### config.mk
export PLATFORM = sky130hd
export DESIGN_NAME = dip_ctrl
export DESIGN_NICKNAME = d
export VERILOG_FILES = /design/src/pkg/dip_pkg.sv /design/src/verilog/dip_ctrl.sv
export SDC_FILE = /design/constraint.sdc
export NUM_CORES = 1
export LEC_CHECK = 0
export ABC_AREA = 1
export ABC_CLOCK_PERIOD_IN_PS = 2300
export CORE_MARGIN = 2
export CORE_UTILIZATION = 60
export CTS_BUF_LIST = sky130_fd_sc_hd__clkbuf_8
export CTS_CLUSTER_SIZE = 10
export DETAILED_ROUTE_END_ITERATION = 8
export DONT_BUFFER_PORTS = 1
export PLACE_DENSITY_LB_ADDON = 0.1
export SLEW_MARGIN = 20
export SYNTH_ARGS = -nofsm -noshare
export SYNTH_HDL_FRONTEND = slang
export SYNTH_SLANG_ARGS = --single-unit
### constraint.sdc
create_clock -name clk_sys_i -period 2.3 [get_ports clk_sys_i]
set_input_delay 0.115 -clock clk_sys_i [delete_from_list [all_inputs] [get_ports clk_sys_i]]
set_output_delay 0.115 -clock clk_sys_i [all_outputs]
set_load 0.02 [all_outputs]
### src/pkg/dip_pkg.sv
// constants and types shared by the interrupt and power control block
package dip_pkg;
  // register byte offsets
  localparam logic [7:0] MASK_OFS  = 8'h00;
  localparam logic [7:0] INTERRUPT_CONTROL_REG_OFS = 8'h04;
  localparam logic [7:0] IFC_OFS   = 8'h08;
  localparam logic [7:0] GIE_OFS   = 8'h0c;
  localparam logic [7:0] PEND_OFS  = 8'h10;
  localparam logic [7:0] PWR_OFS   = 8'h14;
  localparam logic [7:0] STAT_OFS  = 8'h18;
  localparam logic [7:0] MODE_STATUS_REG_OFS = 8'h1c;
  // field positions
  localparam int IFC_CLR_POS  = 16;
  localparam int PWR_FORCE    = 0;
  localparam int PWR_OSC_OFF  = 1;
  localparam int PWR_CTX_CLR  = 2;
  localparam int PWR_ENTER    = 3;
  localparam int PWR_CLK_DIS  = 4;
  localparam int PWR_DIV_POS  = 8;
  localparam int PWR_IDLE     = 11;
  localparam int INTERRUPT_CONTROL_REG_NEST   = 3;
  localparam int STAT_ISR_POS = 16;
  // source indices, lower index wins
  localparam int SRC_N   = 11;
  localparam int SRC_PD  = 0;
  localparam int SRC_I2  = 1;
  localparam int SRC_LB  = 2;
  localparam int SRC_LA  = 3;
  localparam int SRC_S0T = 4;
  localparam int SRC_S0R = 5;
  localparam int SRC_IE  = 6;
  localparam int SRC_BD  = 7;
  localparam int SRC_S1T = 8;
  localparam int SRC_S1R = 9;
  localparam int SRC_TMR = 10;
  localparam logic [SRC_N-1:0][13:0] VEC_ADDR = {14'h0028, 14'h0024, 14'h0020,
    14'h001c, 14'h0018, 14'h0014, 14'h0010, 14'h000c, 14'h0008, 14'h0004, 14'h002c};
  // reset values and counts
  localparam logic       GIE_RST    = 1'b1;
  localparam logic [3:0] STK_DEPTH  = 4'hc;
  localparam int         WAKE_FAST  = 400;
  localparam int         WAKE_CRYSTAL_PIN  = 4096;
  localparam logic [15:0] START_PC  = 16'h0000;
  localparam logic [1:0] RESP_OKAY  = 2'h0;
  localparam logic [1:0] RESP_SLV   = 2'h2;

  typedef enum logic [2:0] {
    ST_BOOT = 3'h0,
    ST_RUN  = 3'h1,
    ST_IDLE = 3'h3,
    ST_PD   = 3'h2,
    ST_WAKE = 3'h6
  } dip_state_e;

  typedef struct packed {
    logic        int_ack;
    logic        rti;
    logic        loop_push;
    logic        loop_pop;
    logic [15:0] status;
  } dip_core_s;
endpackage

### src/verilog/dip_ctrl.sv
// interrupt controller with power-down, idle and reset sequencing
`timescale 1ns/1ps
// Functional notes
// - request ANDed with mask, highest unmasked priority picked.
// - power-down interrupt ignores the mask.
// - mask write blocks all interrupts for one processor cycle.
// - control register sets nesting and edge/level for ext zero, one, two.
// - edge input latched and forceable/clearable; level inputs always level.
// - force/clear register write-only, sets or clears pending requests.
// - status pushed/popped on shared twelve-entry stack.
// - global enable/disable gates all servicing including power-down.
// - global enable set after reset.
// - wake with oscillator running takes 400 input clocks.
// - wake with oscillator off takes 4096 input clocks.
// - power-down by pin or software bit, edge and nonmaskable.
// - context bit chooses resume or cleared restart after power-down.
// - reset ends power-down; acknowledge output shows power-down.
// - idle stalls until unmasked interrupt, then continues.
// - slowed idle divides cycle by 16, 32, 64 or 128.
// - slowed idle may linger up to divisor cycles after interrupt.
// - processor cycles derived from input clock, never halted.
// - cycle clock output, switchable by disable bit.
// - reset empties stack, masks all, clears mode status, then boots.
module dip_ctrl
  import dip_pkg::*;
#(
  parameter int ADDR_W = 8
) (
  input  wire logic              clk_sys_i,
  input  wire logic              nrst_i,
  input  wire logic [ADDR_W-1:0] awaddr_i,
  input  wire logic              awvalid_i,
  output logic                   awready_o,
  input  wire logic [31:0]       wdata_i,
  input  wire logic [3:0]        wstrb_i,
  input  wire logic              wvalid_i,
  output logic                   wready_o,
  output logic [1:0]             bresp_o,
  output logic                   bvalid_o,
  input  wire logic              bready_i,
  input  wire logic [ADDR_W-1:0] araddr_i,
  input  wire logic              arvalid_i,
  output logic                   arready_o,
  output logic [31:0]            rdata_o,
  output logic [1:0]             rresp_o,
  output logic                   rvalid_o,
  input  wire logic              rready_i,
  input  wire logic              power_down_pin_n_i,
  input  wire logic              edge_interrupt_in_n_i,
  input  wire logic              level_interrupt_in_a_n_i,
  input  wire logic              level_interrupt_in_b_n_i,
  input  wire logic              ext_interrupt_zero_n_i,
  input  wire logic              ext_interrupt_one_n_i,
  input  wire logic              ext_interrupt_two_n_i,
  input  wire logic [5:0]        periph_irq_i,
  input  wire dip_core_s         core_i,
  input  wire logic              bus_req_i,
  input  wire logic              boot_cfg_i,
  input  wire logic              boot_done_i,
  output logic                   irq_o,
  output logic [3:0]             irq_src_o,
  output logic [13:0]            vector_addr_o,
  output logic [15:0]            stack_top_o,
  output logic                   stall_o,
  output logic                   cyc_en_o,
  output logic                   cycle_clock_output_o,
  output logic                   power_down_ack_o,
  output logic                   ctx_clear_o,
  output logic                   start_o,
  output logic [15:0]            start_pc_o,
  output logic [6:0]             mode_status_reg_o
);
  initial begin
    if (ADDR_W < 8) $error("ADDR_W below 8 cannot decode the map");
  end

  localparam logic [12:0] WAKE_FAST_CYC = 13'(WAKE_FAST - 1);
  localparam logic [12:0] WAKE_CRYSTAL_PIN_CYC = 13'(WAKE_CRYSTAL_PIN - 1);

  typedef struct packed {
    dip_state_e          st;
    logic [SRC_N-1:0]    pend;
    logic [SRC_N-1:0]    isr;
    logic [9:0]          mask;
    logic [3:0]          interrupt_control_reg;
    logic                gie;
    logic                blk;
    logic                irq;
    logic [3:0]          vec;
    logic [13:0]         vaddr;
    logic [4:0]          prev;
    logic                osc_off;
    logic                ctx_clr;
    logic                clk_dis;
    logic [2:0]          idiv;
    logic [6:0]          mode_status_reg;
    logic [6:0]          div;
    logic [12:0]         cnt;
    logic                cyc;
    logic                clko;
    logic                ctx;
    logic                start;
    logic                pd_ack;
    logic [3:0]          sp;
    logic [11:0][15:0]   stk;
    logic [15:0]         top;
    logic                awh;
    logic                wh;
    logic                awr;
    logic                wr;
    logic [7:0]          awa;
    logic [31:0]         wd;
    logic [3:0]          ws;
    logic                bv;
    logic [1:0]          br;
    logic                arr;
    logic                rv;
    logic [31:0]         rd;
    logic [1:0]          rr;
  } dip_st_s;

  dip_st_s s;
  dip_st_s n;

  // ----------------------------------------------------------------
  // next-state logic
  // ----------------------------------------------------------------
  always_comb begin
    logic [4:0]       pins;
    logic [4:0]       fall;
    logic [SRC_N-1:0] set;
    logic [SRC_N-1:0] clr;
    logic [SRC_N-1:0] lvl;
    logic [SRC_N-1:0] eff;
    logic [SRC_N-1:0] cand;
    logic [31:0]      wm;
    logic [31:0]      rdv;
    logic [6:0]       lim;
    logic [3:0]       top_i;
    logic [3:0]       pick;
    logic             found;
    logic             wen;
    logic             go_pd;
    logic             go_idle;
    logic             allow;
    logic             take;
    logic             push;
    logic             pop;
    n = s;
    pins = {power_down_pin_n_i, edge_interrupt_in_n_i, ext_interrupt_two_n_i,
            ext_interrupt_one_n_i, ext_interrupt_zero_n_i};
    fall = s.prev & ~pins;
    n.prev = pins;
    set = '0;
    clr = '0;
    lvl = '0;
    rdv = '0;
    go_pd = 1'b0;
    go_idle = 1'b0;
    n.ctx = 1'b0;
    n.start = 1'b0;
    wm = s.wd & {{8{s.ws[3]}}, {8{s.ws[2]}}, {8{s.ws[1]}}, {8{s.ws[0]}}};
    wen = s.awh && s.wh && !s.bv;

    // processor cycle enable; only slowed idle stretches it
    case (s.idiv)
      3'h1:    lim = 7'h0f;
      3'h2:    lim = 7'h1f;
      3'h3:    lim = 7'h3f;
      default: lim = 7'h7f;
    endcase
    if (s.st == ST_IDLE && s.idiv != 3'h0 && s.idiv <= 3'h4) begin
      n.cyc = (s.div == 7'h00);
      n.div = (s.div == 7'h00) ? lim : s.div - 7'h01;
    end else begin
      n.cyc = 1'b1;
      n.div = 7'h00;
    end
    // cycle clock output frozen while disabled to save pin power
    if (s.cyc && !s.clk_dis) begin
      n.clko = ~s.clko;
    end
    if (s.blk && s.cyc) begin
      n.blk = 1'b0;
    end

    // edge events: power-down and edge pin always, ext pins by control bits
    set[SRC_PD] = fall[4];
    set[SRC_IE] = fall[3];
    set[SRC_I2] = fall[2] && s.interrupt_control_reg[2];
    set[SRC_S1T] = (fall[1] && s.interrupt_control_reg[1]) || periph_irq_i[3];
    set[SRC_S1R] = (fall[0] && s.interrupt_control_reg[0]) || periph_irq_i[4];
    set[SRC_S0T] = periph_irq_i[0];
    set[SRC_S0R] = periph_irq_i[1];
    set[SRC_BD] = periph_irq_i[2];
    set[SRC_TMR] = periph_irq_i[5];
    lvl[SRC_LA] = !level_interrupt_in_a_n_i;
    lvl[SRC_LB] = !level_interrupt_in_b_n_i;
    lvl[SRC_I2] = !ext_interrupt_two_n_i && !s.interrupt_control_reg[2];
    lvl[SRC_S1T] = !ext_interrupt_one_n_i && !s.interrupt_control_reg[1];
    lvl[SRC_S1R] = !ext_interrupt_zero_n_i && !s.interrupt_control_reg[0];

    // ----------------------------------------------------------------
    // register bus
    // ----------------------------------------------------------------
    if (awvalid_i && s.awr) begin
      n.awh = 1'b1;
      n.awa = awaddr_i[7:0];
    end
    if (wvalid_i && s.wr) begin
      n.wh = 1'b1;
      n.wd = wdata_i;
      n.ws = wstrb_i;
    end
    if (s.bv && bready_i) begin
      n.bv = 1'b0;
    end
    if (wen) begin
      n.awh = 1'b0;
      n.wh = 1'b0;
      n.bv = 1'b1;
      n.br = RESP_OKAY;
      if (s.awa == MASK_OFS) begin
        n.mask = wm[9:0];
        n.blk = 1'b1;
      end else if (s.awa == INTERRUPT_CONTROL_REG_OFS) begin
        n.interrupt_control_reg = wm[3:0];
      end else if (s.awa == IFC_OFS) begin
        set = set | wm[SRC_N-1:0];
        clr = wm[IFC_CLR_POS +: SRC_N];
      end else if (s.awa == GIE_OFS) begin
        n.gie = wm[0];
      end else if (s.awa == PWR_OFS) begin
        set[SRC_PD] = set[SRC_PD] | wm[PWR_FORCE];
        n.osc_off = wm[PWR_OSC_OFF];
        n.ctx_clr = wm[PWR_CTX_CLR];
        n.clk_dis = wm[PWR_CLK_DIS];
        n.idiv = wm[PWR_DIV_POS +: 3];
        go_pd = wm[PWR_ENTER];
        go_idle = wm[PWR_IDLE];
      end else if (s.awa == MODE_STATUS_REG_OFS) begin
        n.mode_status_reg = wm[6:0];
      end else begin
        n.br = RESP_SLV;
      end
    end

    // ----------------------------------------------------------------
    // arbitration
    // ----------------------------------------------------------------
    eff = s.pend | lvl;
    top_i = 4'(SRC_N);
    for (int i = SRC_N - 1; i >= 0; i--) begin
      if (s.isr[i]) top_i = 4'(i);
    end
    cand = eff & {s.mask, 1'b1};
    for (int i = 0; i < SRC_N; i++) begin
      if (s.interrupt_control_reg[INTERRUPT_CONTROL_REG_NEST] ? (4'(i) >= top_i) : (s.isr != '0)) cand[i] = 1'b0;
    end
    pick = 4'h0;
    found = 1'b0;
    for (int i = 0; i < SRC_N; i++) begin
      if (cand[i] && !found) begin
        pick = 4'(i);
        found = 1'b1;
      end
    end
    allow = s.gie && !s.blk && (s.st == ST_RUN || s.st == ST_IDLE);
    take = core_i.int_ack && s.irq;
    if (take) begin
      clr[s.vec] = 1'b1;
      n.isr[s.vec] = 1'b1;
    end
    if (core_i.rti && top_i < 4'(SRC_N)) begin
      n.isr[top_i] = 1'b0;
    end
    n.pend = (s.pend & ~clr) | set; // set beats clear
    n.irq = allow && found && !take;
    n.vec = pick;
    n.vaddr = VEC_ADDR[pick];

    // shared status stack
    push = take || core_i.loop_push;
    pop = core_i.rti || core_i.loop_pop;
    if (push && !pop && s.sp < STK_DEPTH) begin
      n.stk[s.sp] = core_i.status;
      n.sp = s.sp + 4'h1;
    end else if (pop && !push && s.sp != 4'h0) begin
      n.top = s.stk[s.sp - 4'h1];
      n.sp = s.sp - 4'h1;
    end

    // ----------------------------------------------------------------
    // sequencing
    // ----------------------------------------------------------------
    case (s.st)
      ST_BOOT: begin
        if (!bus_req_i && (!boot_cfg_i || boot_done_i)) begin
          n.st = ST_RUN;
          n.start = 1'b1;
        end
      end
      ST_RUN: begin
        if (go_pd) begin
          n.st = ST_PD;
        end else if (go_idle) begin
          n.st = ST_IDLE;
          n.div = lim;
        end
      end
      ST_IDLE: begin
        // wake only on a cycle edge, so slowed idle lingers up to n cycles
        if (found && s.gie && s.cyc) begin
          n.st = ST_RUN;
        end
      end
      ST_PD: begin
        if (power_down_pin_n_i) begin
          n.st = ST_WAKE;
          n.cnt = s.osc_off ? WAKE_CRYSTAL_PIN_CYC : WAKE_FAST_CYC;
        end
      end
      ST_WAKE: begin
        n.cnt = s.cnt - 13'h0001;
        if (s.cnt == 13'h0000) begin
          n.st = ST_RUN;
          if (s.ctx_clr) begin
            n.ctx = 1'b1;
            n.isr = '0;
            n.sp = 4'h0;
          end
        end
      end
      default: n.st = ST_BOOT;
    endcase
    n.pd_ack = (n.st == ST_PD);

    if (arvalid_i && s.arr) begin
      if (araddr_i[7:0] == MASK_OFS) begin
        rdv[9:0] = s.mask;
      end else if (araddr_i[7:0] == INTERRUPT_CONTROL_REG_OFS) begin
        rdv[3:0] = s.interrupt_control_reg;
      end else if (araddr_i[7:0] == IFC_OFS) begin
        rdv = '0;
      end else if (araddr_i[7:0] == GIE_OFS) begin
        rdv[0] = s.gie;
      end else if (araddr_i[7:0] == PEND_OFS) begin
        rdv[SRC_N-1:0] = eff;
      end else if (araddr_i[7:0] == PWR_OFS) begin
        rdv[PWR_OSC_OFF] = s.osc_off;
        rdv[PWR_CTX_CLR] = s.ctx_clr;
        rdv[PWR_CLK_DIS] = s.clk_dis;
        rdv[PWR_DIV_POS +: 3] = s.idiv;
      end else if (araddr_i[7:0] == STAT_OFS) begin
        rdv[2:0] = s.st;
        rdv[3] = s.pd_ack;
        rdv[7:4] = s.sp;
        rdv[STAT_ISR_POS +: SRC_N] = s.isr;
      end else if (araddr_i[7:0] == MODE_STATUS_REG_OFS) begin
        rdv[6:0] = s.mode_status_reg;
      end
      n.rv = 1'b1;
      n.rd = rdv;
      n.rr = (araddr_i[7:0] <= MODE_STATUS_REG_OFS && araddr_i[1:0] == 2'h0) ? RESP_OKAY : RESP_SLV;
    end else if (s.rv && rready_i) begin
      n.rv = 1'b0;
    end
    n.awr = !n.awh && !n.bv;
    n.wr = !n.wh && !n.bv;
    n.arr = !n.rv;
  end

  // ----------------------------------------------------------------
  // state register
  // ----------------------------------------------------------------
  always_ff @(posedge clk_sys_i) begin
    if (!nrst_i) begin
      s <= '0;
      s.gie <= GIE_RST;
      s.prev <= 5'h1f;
    end else begin
      s <= n;
    end
  end

  assign awready_o = s.awr;
  assign wready_o = s.wr;
  assign bvalid_o = s.bv;
  assign bresp_o = s.br;
  assign arready_o = s.arr;
  assign rvalid_o = s.rv;
  assign rdata_o = s.rd;
  assign rresp_o = s.rr;
  assign irq_o = s.irq;
  assign irq_src_o = s.vec;
  assign vector_addr_o = s.vaddr;
  assign stack_top_o = s.top;
  assign stall_o = (s.st != ST_RUN);
  assign cyc_en_o = s.cyc;
  assign cycle_clock_output_o = s.clko;
  assign power_down_ack_o = s.pd_ack;
  assign ctx_clear_o = s.ctx;
  assign start_o = s.start;
  assign start_pc_o = START_PC;
  assign mode_status_reg_o = s.mode_status_reg;
endmodule

==> metrics.md, run 1 <==
| Metric | Value |
|---|---|
| Status | `finished clean` |
| Unrepaired setup endpoints after global routing | `true` |
| Iter 0 DRT Violations | `1381` |
| Final Max Tran Viols | `0` |
| Critical Path Source Type | `flop` |
| Sw Share | `30.8%` |
| Chip width | `170 um` |
| Maxcap violations | `0` |
| Yosys warnings | `0` |
| Max FO, Critical Path | `7` |
| WP data required | `2840 ps` |
| Final setup margin | `56.9 ps` |
| Layout Cells excl Fill | `2698` |
| First-pass GRT wire length | `81000 um` |
| Final WL | `52500 um` |
| Pwr Total | `15.4 mW` |
| Hold EP | `rdata_o[9]` |
| Comb power frac | `18.4%` |
| First-pass DRT Iterations | `6` |
| Routed vias | `16100` |
| Clock Pin Slew Worst Setup and Hold Paths | `60 ps` |
| Clk_lat worst skew | `620 ps` |
| Critical Path Sink Type | `flop` |
| Placed insts | `2422` |
| Syn_area_per_cell | `7.48 um2` |
| Tcrit/Tclk final | `97.5%` |
| Area share of the largest cell type after synthesis | `44.9%` |
| Pleak | `7.98 nW` |
| Post-synthesis cell type count | `48` |
| Clock power frac | `36.5%` |
| Reg2Reg Launch Point | `s[297]` |
| Die area | `28900 um2` |
| R2r setup slk | `60 ps` |
| Cell area after layout | `19600 um2` |
| Post-route DRC violation count | `0` |
| Dpl cell area | `16600 um2` |
| Most common cell in the netlist | `dfxtp_1` |
| Top_reg_cell synth | `dfxtp_1` |
| Minimum clock period | `2240 ps` |
| Pwr dens | `784 nW/um2` |
| WHS Path Cells | `6` |
| Relative slew slack | `57.7%` |
| DR vias/cell | `5.96` |
| Mapped Cells | `2212` |
| Worst Clk Skew | `30.7 ps` |
| Clk root buf | `clkbuf_8` |
| FF-to-FF path depth | `9` |
| Hold path start | `araddr_i[2]` |
| IO Pins | `200` |
| Worst slew pin tran | `634 ps` |
| Area contributors post-synth | `dfxtp_1, o21ai_0, a21oi_1` |
| Die Y | `170 um` |
| Final Net Count | `2414` |
| Post-synth EDFFs | `0` |
| HPWL after DPL | `32100 um` |
| Tot GR Track Use | `35.2%` |
| Vias in the first global route | `15100` |
| Reg2reg end | `stack_top_o[2]` |
| # rows | `60` |
| Largest net degree at the start of global routing | `176` |
| Endpoints failing setup | `0` |
| Clk buf depth | `3` |
| Critical path class | `flop to flop` |
| Most common library cells after synthesis | `dfxtp_1, o21ai_0, a21oi_1, nor2_1, inv_1` |
| Initial core utilization | `61.2%` |
| Layout cells sized above 1 | `10.8%` |
| Ant diodes | `0` |
| Clk sinks | `371` |
| Number of H-tree levels | `2` |
| Synth area leader | `dfxtp_1` |
| # fillers | `2172` |
| WL per Instance | `19.4 um` |
| Worst vdd ir | `0.000770 V` |
| Post-Place Setup Slack | `111 ps` |
| Gr ovfl total | `0` |
| Initial antenna violation count | `0` |
| Cell Int Power | `10.6 mW` |
| Fmax | `0.446 GHz` |
| Switching pwr | `4.73 mW` |
| Yosys reg bits | `371` |
| Number of buffers created by CTS | `58` |
| Area growth syn-to-layout | `18.4%` |
| Final hold vios | `0` |
| Synthesized area | `16500 um2` |
| Seq pwr share | `45.1%` |
| Sum of negative setup slack | `0 ps` |
| Port-buffer cells | `0` |
| Placeable Area | `27000 um2` |
| Hold Crit Class | `input port to flop` |
| Post-DRT Antenna Nets | `0` |
| Final Wtd Congestion | `0.982` |
| Share of flip-flops with an asynchronous set or reset | `0%` |
| TritonCTS clock tree | `done` |
| Sequential area share after synthesis | `44.9%` |
| Crit path DAT | `2780 ps` |
==> routing by layer <==
layer	vias up	GRT usage (%)	part of all wire (%)
met1	7510	44.0	39
met5	-	0	0
met4	0	15.6	4.3
met2	786	59.2	48
li1	7625	-	-
met3	159	6.44	8.7
==> how the worst max path moves through the flow <==
stage	end	slack (ps)	cells past startpoint	startpoint
6_report	stack_top_o[2]	60	9	s[297]
5_1_grt	power_down_ack_o	-60	17	s[383]
4_1_cts	rdata_o[1]	10	14	araddr_i[2]
3_5_place_dp	vector_addr_o[3]	110	17	s[384]
3_3_place_gp	power_down_ack_o	130	17	s[384]
2_1_floorplan	stack_top_o[2]	50	11	s[295]
==> cells in the final DEF, fill, tap and decap left out, types with 34 or more instances in the layout <==
| cell | count |
|---|---|
| inv_1 | 194 |
| nand2_1 | 171 |
| dlygate4sd3_1 | 154 |
| dfxtp_1 | 364 |
| buf_4 | 75 |
| clkbuf_8 | 78 |
| nor2_1 | 261 |
| conb_1 | 38 |
| o21ai_0 | 366 |
| a21oi_1 | 288 |
| nand3_1 | 50 |
| o22ai_1 | 34 |
==> worst max-delay path, cell delays in order, from the launching register on <==
cell and delay [ps]:
dfxtp_2 430, nor2_1 60, inv_1 210, nor2_1 130, nor3_2 260, buf_6 190
buf_6 140, o21ai_0 70, dlygate4sd3_1 570, a21oi_1 110
==> power by group through the flow <==
stage / clock, mW / combinational [mW] / sequential [mW]
floorplan: 0 / 1.89 / 6.88
global route: 5.95 / 3.05 / 6.95
global placement: 0 / 2.35 / 7.06
finish: 5.61 / 2.82 / 6.93
detailed placement: 0 / 2.39 / 7.06
CTS: 5.65 / 2.65 / 6.92
==> stage by stage <==
step / hold WS (ps) / utilization [%]
6_report: 35.0 / 72.5
5_1_grt: 33.5 / 72.5
4_1_cts: 1.15 / 71.4
3_5_place_dp: 214 / 61.3
3_3_place_gp: 213 / 61.3
2_1_floorplan: 212 / -
==> timing repair <==
action,4_1_cts,5_1_grt
gates resized for setup,0,55
hold endpoints to repair,340,1
setup buffers,0,16
endpoints found under the setup margin,0,72
hold buffers,153,2
==> state kept, by name (all words and copies together) (netlist names), 4 cells and up <==
register and cells:
rdata_o 22, irq_src_o 4, vector_addr_o 4, s 305, mode_status_reg_o 7, stack_top_o 16
==> final cells by class <==
cell class	instances	area [um2]	share of cell area, %
Multi-Input combinational cell	1451	7470	38.1
Inverter	187	712	3.63
Clock inverter	27	125	0.638
Tap cell	341	427	2.18
Clock buffer	78	1070	5.48
Timing Repair Buffer	243	2350	12.0
Sequential cell	371	7440	38.0
==> logic make-up after synthesis <==
| group | count (synthesis) | share of synthesized area [%] |
|---|---|---|
| flops | 371 | 44.9 |
| buf+inv | 427 | 11.9 |
| compound gates | 818 | 27.0 |
| fa+ha+maj | 7 | 0.529 |
| simple gates | 574 | 14.9 |
| other cells | 1 | 0.0227 |
| xor+xnor | 14 | 0.741 |
(Power assumes the default switching activity.)
==> inputs of run 2 (changes only) <==
--- a/config.mk
+++ b/config.mk
@@ -14,6 +14,7 @@
 export DETAILED_ROUTE_END_ITERATION = 8
 export DONT_BUFFER_PORTS = 1
 export PLACE_DENSITY_LB_ADDON = 0.1
+export REMOVE_ABC_BUFFERS = 1
 export SLEW_MARGIN = 20
 export SYNTH_ARGS = -nofsm -noshare
 export SYNTH_HDL_FRONTEND = slang
==> run 2 against run 1 <==
Power rose by 0.73%. Cell count rose by 2.6%. Flip-flop and latch count did not move. Via count grew 3.0%. Largest cell class unchanged. The run now ends with hold timing left. Largest power group unchanged.
==> metrics.md, run 2 (synthesis gave the netlist of run 1 again) <==
| Metric | Value |
|---|---|
| Final Net Count | `2477` |
| Routed vias | `16600` |
| Most frequent cells in the layout | `o21ai_0, dfxtp_1, a21oi_1, nor2_1, dlygate4sd3_1` |
| Critical path class | `flop to flop` |
| Clk root buf | `clkbuf_8` |
| Worst Clk Skew | `19.3 ps` |
| Clock Pin Slew Worst Setup and Hold Paths | `60 ps` |
| Cell mode on critical path | `inv_1` |
| Max FO, Critical Path | `30` |
| Slowest CP cell | `dlygate4sd3_1` |
| # fillers | `2090` |
| Worst Path Buf+Inv | `4` |
| Met2 WL | `25600 um` |
| # rows | `60` |
| Unrepaired setup endpoints after global routing | `true` |
| Final Wtd Congestion | `0.907` |
| Worst slew pin tran | `770 ps` |
| Critical Path Source Type | `flop` |
| Post-Place Setup Slack | `62.3 ps` |
| Most common cell after layout, fill and taps aside | `o21ai_0` |
| Number of buffers created by CTS | `57` |
| First-pass DRT Iterations | `6` |
| Hold Slack | `-336 ps` |
| Maxcap violations | `0` |
| Gr ovfl total | `0` |
| WP data required | `2840 ps` |
| Fmax | `0.445 GHz` |
| DR vias/cell | `5.98` |
| Largest net degree at the start of global routing | `272` |
| HPWL after DPL | `31000 um` |
| Final WL | `52900 um` |
| Chip width | `170 um` |
| Clk_lat worst skew | `610 ps` |
| Failing checks | `hold timing` |
| Clk sinks | `371` |
| Status | `complete, but fails checks` |
| WL per Instance | `19.1 um` |
| Final Max Tran Viols | `0` |
| First-pass GRT wire length | `80400 um` |
| Placeable Area | `27000 um2` |
| Most flops, register | `s` |
| Relative slew slack | `48.5%` |
| Number of H-tree levels | `2` |
| Die Y | `170 um` |
| Minimum clock period | `2250 ps` |
| Vias in the first global route | `15500` |
| Area growth syn-to-layout | `22.2%` |
| Tot GR Track Use | `34.8%` |
| Port-buffer cells | `0` |
| Iter 0 DRT Violations | `1889` |
| Hold Crit Class | `input port to flop` |
| Largest register FFs | `305` |
| TritonCTS clock tree | `done` |
| Worst vdd ir | `0.000650 V` |
| CP top delay family | `buffers and inverters` |
| Initial antenna violation count | `3` |
| Dpl cell area | `16500 um2` |
| Crit-path max cell delay | `610 ps` |
| Post-DRT Antenna Nets | `0` |
| Initial core utilization | `61.2%` |
| Post-route DRC violation count | `0` |
| Pleak | `8.18 nW` |
| Cell area after layout | `20200 um2` |
| Post-Route M1 WL | `20400 um` |
| Endpoints failing setup | `0` |
| Met3 WL post-DR | `4500 um` |
| Crit path DAT | `2790 ps` |
| IO Pins | `200` |
| Final setup margin | `52.5 ps` |
| Crit path cell chain | `inv_1 > nor2_1 > inv_1 > nor3_2 > buf_12 > o21ai_0 > dlygate4sd3_1 > a21oi_1` |
| Pwr dens | `765 nW/um2` |
| Critical Path Sink Type | `flop` |
| Uppermost routed layer | `met4` |
| Layout cells sized above 1 | `11.3%` |
| Clk buf depth | `3` |
| Final hold vios | `66` |
| Tcrit/Tclk final | `97.7%` |
| Die area | `28900 um2` |
-- run 2: layout make-up --
type | count | area [um2] | area share (%)
Antenna cell | 5 | 12.5 | 0.0619
Multi-Input combinational cell | 1451 | 7480 | 37.0
Timing Repair Buffer | 307 | 2930 | 14.5
Inverter | 187 | 707 | 3.49
Sequential cell | 371 | 7440 | 36.8
Clock buffer | 78 | 1070 | 5.31
Tap cell | 341 | 427 | 2.11
Clock inverter | 29 | 156 | 0.773
-- run 2: metrics by stage --
stage / instances / util [%] / TNS [ps] / hold WS [ps] / power, mW
after floorplan: 2009 / - / -461140 / 184 / 8.49
after global placement: 2422 / 61.0 / 0 / 219 / 9.35
after detailed placement: 2422 / 61.0 / 0 / 215 / 9.37
after CTS: 2721 / 72.7 / 0 / -371 / 15.3
after global routing: 2767 / 74.8 / -391 / -346 / 16.1
final: 2769 / 74.8 / 0 / -336 / 15.5
-- run 2: per-layer routing --
metal	vias to the layer above	track usage (%)
li1	7752	-
met1	7809	42.2
met2	822	59.7
met4	0	16.8
met3	180	6.26
met5	-	0
-- run 2: path summary, 6_finish.rpt --
check	start	end	slack [ps]	cells past startpoint
max	s[297]	s[178]	50	8
min	nrst_i	s[104]	-340	2
min reg2reg	s[317]	s[317]	460	1
max reg2reg	s[297]	s[178]	50	8
-- run 2: report_power, final --
part	internal (mW)	total, mW	switching, mW
combinational	0.978	2.80	1.82
sequential	6.65	6.91	0.263
clock	3.14	5.76	2.63
-- run 2: timing repair --
action	in CTS	in global routing
hold buffers	192	23
endpoints found under the hold margin	336	156
gates resized for setup	0	62
setup buffers	0	18
setup endpoints to repair	0	76
